--- config.mk ---
export PLATFORM = sky130hd
export DESIGN_NAME = rifbo_decode
export DESIGN_NICKNAME = d
export VERILOG_FILES = /design/src/hdl/rifbo_pkg.sv /design/src/hdl/rifbo_bus_if.sv /design/src/hdl/rifbo_decode.sv /design/src/hdl/rifbo_lane.sv
export SDC_FILE = /design/constraint.sdc
export NUM_CORES = 2
export LEC_CHECK = 0
export ABC_CLOCK_PERIOD_IN_PS = 79700
export CELL_PAD_IN_SITES_DETAIL_PLACEMENT = 1
export CELL_PAD_IN_SITES_GLOBAL_PLACEMENT = 2
export CORE_ASPECT_RATIO = 0.75
export CORE_MARGIN = 4
export CORE_UTILIZATION = 35
export DETAILED_ROUTE_END_ITERATION = 7
export DONT_BUFFER_PORTS = 1
export GPL_TIMING_DRIVEN = 0
export PLACE_DENSITY = 0.61
export SLEW_MARGIN = 10
export SYNTH_ARGS = -nofsm -noshare
export SYNTH_HDL_FRONTEND = slang
export SYNTH_SLANG_ARGS = --single-unit
--- constraint.sdc ---
create_clock -name clk -period 79.7 [get_ports clk]
set_clock_uncertainty 0.05 [all_clocks]
set_input_delay 0 -clock clk [delete_from_list [all_inputs] [get_ports clk]]
set_output_delay 0 -clock clk [all_outputs]
set_load 0.02 [all_outputs]
--- src/hdl/rifbo_pkg.sv ---
package rifbo_pkg;
	// ****************************************
	// Word and field geometry
	// ****************************************
	localparam int WORD_W = 32; // Data and instruction width
	localparam int REG_N = 32; // General registers
	localparam int IDX_W = 5; // Register selector width
	localparam int IMM_W = 16; // Immediate field width
	localparam int PORT_W = 3; // Stream port designator width
	localparam int OPC_W = 6; // Opcode width
	// Field positions, counted from the lsb of the word
	localparam int OPC_LSB = 26;
	localparam int DST_LSB = 21;
	localparam int SRCA_LSB = 16;
	localparam int SRCB_LSB = 11;
	localparam int IMM_LSB = 0;
	localparam int PORT_LSB = 0;
	// Opcode bit that marks the immediate format
	localparam int FMT_BIT = 29;
	// Prefix opcode
	localparam logic [5:0] OPC_PREFIX = 6'h2c;
	// Stream opcodes
	localparam logic [5:0] OPC_STREAM_RD = 6'h1b;
	localparam logic [5:0] OPC_STREAM_WR = 6'h3b;
	// Access sizes
	typedef enum logic [1:0] {
		RIF_SZ_BYTE = 2'h0,
		RIF_SZ_HALF = 2'h1,
		RIF_SZ_WORD = 2'h2
	} rifbo_size_t;
	localparam logic [31:0] RESET_WORD = 32'h0;
endpackage

--- src/hdl/rifbo_bus_if.sv ---
`timescale 1ns/1ps
`default_nettype none
// ****************************************
// Load/store lane bundle
// ****************************************
interface rifbo_bus_if;
	logic [1:0] size; // Access size
	logic [1:0] addrLow; // Byte offset
	logic [31:0] regData; // Register side value
	logic [31:0] memData; // Memory side lanes
	logic [3:0] laneEn; // Byte enables, lane 3 at address n
	logic misaligned; // Address not size aligned
	modport user (output size, addrLow, regData,
		input memData, laneEn, misaligned);
	modport lane (input size, addrLow, regData,
		output memData, laneEn, misaligned);
endinterface
`default_nettype wire

--- src/hdl/rifbo_decode.sv ---
`timescale 1ns/1ps
`default_nettype none
// How it works
// - thirty-two general registers, 32 bits each
// - 32-bit word, two formats decoded
// - register format: two sources, one destination
// - immediate format: source, destination, 16-bit immediate
// - prefix before immediate widens to 32 bits
// - big-endian, bit 0 most significant
// - word, half and byte accesses supported
// - selectors reach registers zero to thirty-one
// - stream port named by 3-bit field
// - memory accesses aligned to size
// - build parameters only flag units in unitsPresent
// - three operands, two modes, single issue
module rifbo_decode
	import rifbo_pkg::*;
#(
	parameter bit HAS_SHIFTER = 1'b1, // Barrel shifter
	parameter bit HAS_DIVIDER = 1'b1, // Divider
	parameter bit HAS_ICACHE = 1'b0, // Instruction cache
	parameter bit HAS_DCACHE = 1'b0, // Data cache
	parameter bit HAS_DEBUG = 1'b0, // Debug logic
	parameter bit HAS_EXCEPT = 1'b0, // Exception support
	parameter bit HAS_PATTERN = 1'b0, // Pattern compare
	parameter bit HAS_FPU = 1'b0, // Floating point
	parameter bit HAS_MULT = 1'b1 // Multiplier
)(
	input wire logic clk,
	input wire logic rst,
	input wire logic instrValid,
	input wire logic [31:0] instrWord,
	input wire logic wrEn,
	input wire logic [31:0] wrData,
	input wire logic [1:0] memSize,
	input wire logic [1:0] memAddrLow,
	output logic [5:0] opcode,
	output logic immFormat,
	output logic [4:0] destIndex,
	output logic [4:0] src_one_index,
	output logic [4:0] src_two_index,
	output logic [31:0] srcOneData,
	output logic [31:0] srcTwoData,
	output logic [31:0] operandImm,
	output logic immWidened,
	output logic prefixPending,
	output logic [2:0] stream_port_select,
	output logic streamOp,
	output logic [31:0] memLanes,
	output logic [3:0] memLaneEn,
	output logic memMisaligned,
	output logic [8:0] unitsPresent
);
	// ****************************************
	// Field extraction
	// ****************************************
	// Opcode field
	wire logic [5:0] opcNxt = instrWord[OPC_LSB +: OPC_W];
	// Bit 2 of opcode, big-endian numbering
	wire logic fmtNxt = instrWord[FMT_BIT];
	wire logic isPrefix = (opcNxt == OPC_PREFIX);
	// Stream instructions take port number from low bits
	wire logic isStream = (opcNxt == OPC_STREAM_RD) ||
		(opcNxt == OPC_STREAM_WR);
	wire logic [15:0] immField = instrWord[IMM_LSB +: IMM_W];

	// Sign extend the short immediate
	function automatic logic [31:0] sext16(input logic [15:0] v);
		sext16 = {{16{v[15]}}, v};
	endfunction

	// ****************************************
	// Prefix tracking
	// ****************************************
	logic pend_r; // Prefix seen, awaiting next word
	logic [15:0] upper_r; // Held upper half
	wire logic pendNxt = instrValid ? isPrefix : pend_r;
	// Upper half comes only from a prefix
	wire logic [15:0] upperNxt = (instrValid && isPrefix) ? immField :
		upper_r;
	// Widen only for the immediate format right after prefix
	wire logic widen = pend_r && fmtNxt && !isPrefix;
	wire logic [31:0] immNxt = widen ? {upper_r, immField} :
		sext16(immField);

	// Prefix state, one instruction deep
	always_ff @(posedge clk or posedge rst) begin
		if (rst) begin
			pend_r <= 1'b0;
			upper_r <= 16'h0;
		end else begin
			pend_r <= pendNxt;
			upper_r <= upperNxt;
		end
	end

	// ****************************************
	// Decoded fields, registered
	// ****************************************
	// Captured on each valid word
	always_ff @(posedge clk or posedge rst) begin
		if (rst) begin
			opcode <= 6'h0;
			immFormat <= 1'b0;
			destIndex <= 5'h0;
			src_one_index <= 5'h0;
			src_two_index <= 5'h0;
			operandImm <= RESET_WORD;
			immWidened <= 1'b0;
			stream_port_select <= 3'h0;
			streamOp <= 1'b0;
		end else if (instrValid) begin
			opcode <= opcNxt;
			immFormat <= fmtNxt;
			destIndex <= instrWord[DST_LSB +: IDX_W];
			src_one_index <= instrWord[SRCA_LSB +: IDX_W];
			// Immediate format has no second source
			src_two_index <= fmtNxt ? 5'h0 : instrWord[SRCB_LSB +: IDX_W];
			operandImm <= immNxt;
			immWidened <= widen;
			stream_port_select <= instrWord[PORT_LSB +: PORT_W];
			streamOp <= isStream;
		end
	end
	assign prefixPending = pend_r;

	// ****************************************
	// General register file
	// ****************************************
	// Flip-flop storage; a read returns the value before a same-cycle write
	logic [31:0] gpr_r [REG_N];
	genvar g;
	generate
		for (g = 0; g < REG_N; g++) begin : gGpr
			always_ff @(posedge clk or posedge rst) begin
				if (rst)
					gpr_r[g] <= RESET_WORD;
				else if (wrEn && destIndex == g[4:0])
					gpr_r[g] <= wrData;
			end
		end
	endgenerate
	// Operand reads from decoded selectors
	assign srcOneData = gpr_r[src_one_index];
	assign srcTwoData = gpr_r[src_two_index];

	// ****************************************
	// Memory lanes
	// ****************************************
	rifbo_bus_if busLane ();
	assign busLane.size = memSize;
	assign busLane.addrLow = memAddrLow;
	assign busLane.regData = srcTwoData;
	// Lane steering
	rifbo_lane uLane (
		.bus(busLane)
	);
	// Registered so data outputs come from flip-flops
	always_ff @(posedge clk or posedge rst) begin
		if (rst) begin
			memLanes <= RESET_WORD;
			memLaneEn <= 4'h0;
			memMisaligned <= 1'b0;
		end else begin
			memLanes <= busLane.memData;
			memLaneEn <= busLane.laneEn;
			memMisaligned <= busLane.misaligned;
		end
	end

	// Build options reported as static bits
	assign unitsPresent = {HAS_MULT, HAS_FPU, HAS_PATTERN, HAS_EXCEPT,
		HAS_DEBUG, HAS_DCACHE, HAS_ICACHE, HAS_DIVIDER, HAS_SHIFTER};

	// ****************************************
	// Checks
	// ****************************************
	property p_widen;
		@(posedge clk) disable iff (rst)
		instrValid && isPrefix ##1 instrValid && fmtNxt && !isPrefix
		|=> immWidened && operandImm[31:16] == $past(upper_r);
	endproperty
	a_widen: assert property (p_widen) else $error("no widen");
	property p_lower;
		@(posedge clk) disable iff (rst)
		instrValid && widen |=> operandImm[15:0] == $past(immField);
	endproperty
	a_lower: assert property (p_lower) else $error("lower bad");
	property p_sext;
		@(posedge clk) disable iff (rst)
		instrValid && !pend_r |=> !immWidened &&
			operandImm == sext16($past(immField));
	endproperty
	a_sext: assert property (p_sext) else $error("sext bad");
	property p_srcb;
		@(posedge clk) disable iff (rst)
		instrValid && !fmtNxt |=>
			src_two_index == $past(instrWord[15:11]);
	endproperty
	a_srcb: assert property (p_srcb) else $error("srcb bad");
	property p_port;
		@(posedge clk) disable iff (rst)
		instrValid |=> stream_port_select == $past(instrWord[2:0]);
	endproperty
	a_port: assert property (p_port) else $error("port bad");
	property p_gpr;
		@(posedge clk) disable iff (rst)
		wrEn ##1 !instrValid && !wrEn && src_one_index == $past(destIndex)
		|-> srcOneData == $past(wrData);
	endproperty
	a_gpr: assert property (p_gpr) else $error("gpr bad");
	property p_align;
		@(posedge clk) disable iff (rst)
		memSize == RIF_SZ_WORD && memAddrLow != 2'h0
		|=> memMisaligned && memLaneEn == 4'h0;
	endproperty
	a_align: assert property (p_align) else $error("align bad");
	property p_msb;
		@(posedge clk) disable iff (rst)
		memSize == RIF_SZ_BYTE && memAddrLow == 2'h0
		|=> memLaneEn == 4'h8 && memLanes[31:24] == $past(srcTwoData[7:0]);
	endproperty
	a_msb: assert property (p_msb) else $error("byte lane bad");
	property p_half;
		@(posedge clk) disable iff (rst)
		memSize == RIF_SZ_HALF && memAddrLow == 2'h2
		|=> memLaneEn == 4'h3;
	endproperty
	a_half: assert property (p_half) else $error("half bad");
	c_widen: cover property (@(posedge clk) disable iff (rst) immWidened);
	c_stream: cover property (@(posedge clk) disable iff (rst) streamOp);
	c_mis: cover property (@(posedge clk) disable iff (rst) memMisaligned);
endmodule // rifbo_decode
`default_nettype wire

--- src/hdl/rifbo_lane.sv ---
`timescale 1ns/1ps
`default_nettype none
// ****************************************
// Big-endian byte lane steering
// ****************************************
module rifbo_lane
	import rifbo_pkg::*;
(
	rifbo_bus_if.lane bus
);
	wire logic isHalf = (bus.size == RIF_SZ_HALF); // Half access
	wire logic isWord = (bus.size == RIF_SZ_WORD); // Word access
	// Lowest address takes the most significant byte
	wire logic [31:0] halfLanes = bus.addrLow[1] ?
		{16'h0, bus.regData[15:0]} : {bus.regData[15:0], 16'h0};
	wire logic [7:0] b = bus.regData[7:0];
	wire logic [31:0] byteLanes = (bus.addrLow == 2'h0) ? {b, 24'h0} :
		(bus.addrLow == 2'h1) ? {8'h0, b, 16'h0} :
		(bus.addrLow == 2'h2) ? {16'h0, b, 8'h0} : {24'h0, b};
	assign bus.memData = isWord ? bus.regData :
		(isHalf ? halfLanes : byteLanes);
	// Enables; lane 3 is address n
	wire logic [3:0] byteEn = 4'h8 >> bus.addrLow;
	wire logic [3:0] halfEn = bus.addrLow[1] ? 4'h3 : 4'hc;
	assign bus.laneEn = bus.misaligned ? 4'h0 :
		(isWord ? 4'hf : (isHalf ? halfEn : byteEn));
	// Size alignment check
	assign bus.misaligned = (isWord && bus.addrLow != 2'h0) ||
		(isHalf && bus.addrLow[0]);
endmodule // rifbo_lane
`default_nettype wire

==> flow_summary.toml <==
[floorplan]
start_util_pct = 35.4
io_pins = 242
die_h_um = 363
die_area_sq_um = 175000
die_w_um = 481
fp-row-count = 129
core_area_sq_um = 166000

[clocking]
postCtsSetupBuffers = 0
tritoncts.num_buffers = 131
htree_levels = 4
root_buffer = "clkbuf_16"
clockBufferDepth = 3
cts_sinks = 1133
clk_pin_slew_worst_paths_ps = 60
cts_resized = 0
cts_tree = "yes"
clock_latency_ps = 780

[critical_path]
r2r-start = "src_two_index[4]$_DFFE_PP0P_"
cp-start-kind = "flip-flop"
cp_data_required_time_ps = 79650
timing.critical_path.mode_cell = "buf_2"
cp_slowest_cell = "buf_1"
endpoint_kind = "output pin"
critPathLaunch = "src_two_index[0]$_DFFE_PP0P_"
cp_max_fo = 10
crit_arrival_ps = 5180
worstSetupPathType = "reg -> out"
cp-endpoint = "srcTwoData[10]"
max_stage_delay_ps = 1040
r2r_slack_ps = 74790
ff2ff_path_depth = 8
crit_chain = "buf_2 -> buf_6 -> nor2b_1 -> buf_2 -> buf_2 -> buf_1 -> a21oi_1 -> a211oi_4 -> inv_1"
r2r_end = "memLanes[29]$_DFF_PP0_"

[yosys]
synthSimpleGateAreaFrac_pct = 2.01
synth_xor_area_share_pct = 0.0298
syn_inst = 3942
yosys.area_share.adder_pct = 0
syn_avg_cell_area_sq_um = 14.9
synth_seq_area_share_pct = 48.3
synth_compound_area_share_pct = 2.97
syn_area_sq_um = 58800
synthMuxAreaShare_pct = 43.4
synth.distinct_cells = 42
ys_ff_latch = 1133
yosysWarnings = 0
synth_top_family_by_area = "multiplexers"

[timing]
fin_tns_setup_ps = 0
maxSlewViolCount = 0
setup_viol = 0
rsz0062_at_grt = "no"
finalHoldViolCount = 0
fmax_mhz = 191
finalCritPeriodShare_pct = 6.56
worstMarginPinSlew_ps = 1470
relSlewSlack_pct = 1.67
final.min_clock_period_ps = 5230
fin_ws_ps = 74470
whs_ps = 37.5

[global_routing]
grt_usage_pct = 29.8
grt_pass1_vias = 41178
grt.busiest_layer = "met1"
grt_max_degree = 101
antenna_found_initial = 10
grt_use_met2_pct = 42.7
met3_usage_pct = 7.21
use_met1_pct = 44.6
grt_pass1_wl_mm = 359
grt_overflow = 0

[drt]
drtAntennaViolNets = 0
routed_wl_mm = 262
drc = 0
vias = 40482
drtIter0Drc = 4485
via_per_inst = 6.13
firstDrtPassIters = 5
drt-wirelength-per-cell_um = 39.7

[power]
cellLeakagePower_nw = 28.8
swShare_pct = 33.0
powerDensity_nw_per_um2 = 31.5
ir_drop_v = 0.0000188
p_comb_share_pct = 29.3
clock_power_share_pct = 28.8
cellInternalPower_mw = 1.44
p_sw_mw = 0.708
p_seq_share_pct = 41.9

[status]
status = "complete, no violations"

[cells_and_area]
area_growth_pct = 16.0
nNetsFinal = 4341
fillers = 16738
drive_gt1_share_pct = 46.3

[min_path]
hold_class = "in -> reg"

[placed_design]
dp_slack_ps = 74960
dp_hpwl_mm = 177
portBuffers = 0
gp_congestion = 0.847

[run]
cap_violations = 0
kinds of logic after synthesis:
family	after synthesis
AOI/OAI and AO/OA	269
muxes	1842
DFF	1133
buffers and inverters	439
and+or+nand+nor	255
other	2
xor gates and xnor gates	2
worst max-delay path, delay by kind of cell, from the launching register on:
| kind | cells | cell delay [ps] |
|---|---|---|
| AO/OA/AOI/OAI | 2 | 1180 |
| flip-flops | 1 | 550 |
| AND/OR/NAND/NOR | 1 | 120 |
| buffers and inverters | 6 | 2520 |
worst min path at each step:
stage | startpoint | to | slack [ps] | cells after the start
global placement | instrWord[29] | streamOp$_DFFE_PP0P_ | 100 | 2
floorplan | instrWord[29] | streamOp$_DFFE_PP0P_ | 90 | 2
finish | wrData[21] | gpr_r[405]$_DFFE_PP0P_ | 40 | 2
detailed placement | rst | gpr_r[85]$_DFFE_PP0P_ | -30 | 1
global route | wrData[5] | gpr_r[325]$_DFFE_PP0P_ | 30 | 2
CTS | wrData[21] | gpr_r[405]$_DFFE_PP0P_ | 1 | 2
through the flow:
step	instance area, sq um	total power [mW]	std cells	util [%]
5_1_grt	68200	2.24	6599	41.1
2_1_floorplan	58800	1.29	3949	-
3_5_place_dp	62300	1.51	6200	37.5
4_1_cts	68200	2.15	6598	41.1
3_3_place_gp	61600	1.49	6176	37.1
6_report	68200	2.14	6603	41.1
power by group through the flow:
| stage | Clock, mW | Combinational, mW | Sequential, mW |
|---|---|---|---|
| after global placement | 0 | 0.593 | 0.898 |
| final | 0.617 | 0.629 | 0.899 |
| after detailed placement | 0 | 0.610 | 0.902 |
| after global routing | 0.652 | 0.663 | 0.920 |
| after CTS | 0.627 | 0.626 | 0.893 |
| after floorplan | 0 | 0.440 | 0.854 |
synthesized netlist by cell type (all sizes together):
library cell | n | area share [%]
nor3 | 8 | 0.068
nor4 | 3 | 0.032
o22ai | 8 | 0.085
o221ai | 8 | 0.12
nand2b | 5 | 0.053
conb | 2 | 0.013
and2 | 2 | 0.021
a22oi | 109 | 1.4
nand2 | 96 | 0.61
or2 | 3 | 0.032
xor2 | 1 | 0.015
dfrtp | 1133 | 48
o21a | 1 | 0.013
inv | 26 | 0.17
nor2b | 11 | 0.12
nand4 | 18 | 0.19
mux2 | 1116 | 21
clkinv | 1 | 0.0064
nand3b | 7 | 0.089
and4b | 1 | 0.017
a211oi | 18 | 0.23
xnor2 | 1 | 0.015
and3 | 1 | 0.011
a21oi | 80 | 0.68
o21bai | 1 | 0.013
a22o | 9 | 0.13
or4 | 2 | 0.026
clkbuf | 193 | 1.2
nor4bb | 1 | 0.017
mux2i | 275 | 4.7
o21ai | 35 | 0.30
mux4 | 451 | 17
nand3 | 47 | 0.40
nor2 | 49 | 0.31
or3 | 1 | 0.011
buf | 219 | 2.0
repair_timing:
action                                  in CTS  in global routing
hold buffers                               162                  0
endpoints found under the setup margin       0                  0
hold endpoints to repair                  1549                  0
placed cells by master (no fill, tap or decap), types with 18 or more instances in the layout:
| master | netlist | final |
|---|---|---|
| clkbuf_16 | 0 | 135 |
| nand4_1 | 18 | 18 |
| clkbuf_1 | 193 | 208 |
| buf_1 | 55 | 21 |
| mux2i_1 | 275 | 275 |
| nor2_1 | 49 | 49 |
| inv_1 | 26 | 25 |
| nand3_1 | 47 | 47 |
| clkbuf_2 | 0 | 21 |
| mux4_2 | 451 | 451 |
| clkbuf_8 | 0 | 27 |
| buf_2 | 121 | 154 |
| mux2_2 | 1109 | 1109 |
| clkinv_2 | 0 | 19 |
| o21ai_0 | 27 | 27 |
| a22oi_1 | 109 | 109 |
| dlygate4sd3_1 | 0 | 161 |
| nand2_1 | 96 | 96 |
| buf_4 | 38 | 38 |
| dfrtp_1 | 1133 | 1133 |
| a21oi_1 | 80 | 80 |
flip-flops by register name (all words and copies together) (netlist names):
| register | cells |
|---|---|
| gpr_r | 1024 |
| memLanes | 32 |
| operandImm | 32 |
| upper_r | 16 |
| opcode | 6 |
| destIndex | 5 |
| src_one_index | 5 |
| src_two_index | 5 |
| memLaneEn | 4 |
| immWidened | 1 |
| memMisaligned | 1 |
| prefixPending | 1 |
| streamOp | 1 |
per-layer routing:
layer | vias up | part of all wire, %
met3 | 353 | 8.3
met4 | 2 | 3.1
met5 | - | 0.0027
met2 | 1692 | 43
met1 | 22720 | 46
li1 | 15715 | -
cell type report:
cell class,count,area [sq um],share of cell area [%]
antenna,4,10.0,0.0147
sequential,1133,28400,41.6
timing repair buffer,187,2140,3.14
multi-input combinational,2377,28600,41.9
inverter,27,109,0.160
clock inverter,39,382,0.560
tap,2227,2790,4.09
clock buffer,197,3880,5.69
buffer,412,1950,2.85
No activity file was read; power rests on OpenSTA's default activity.
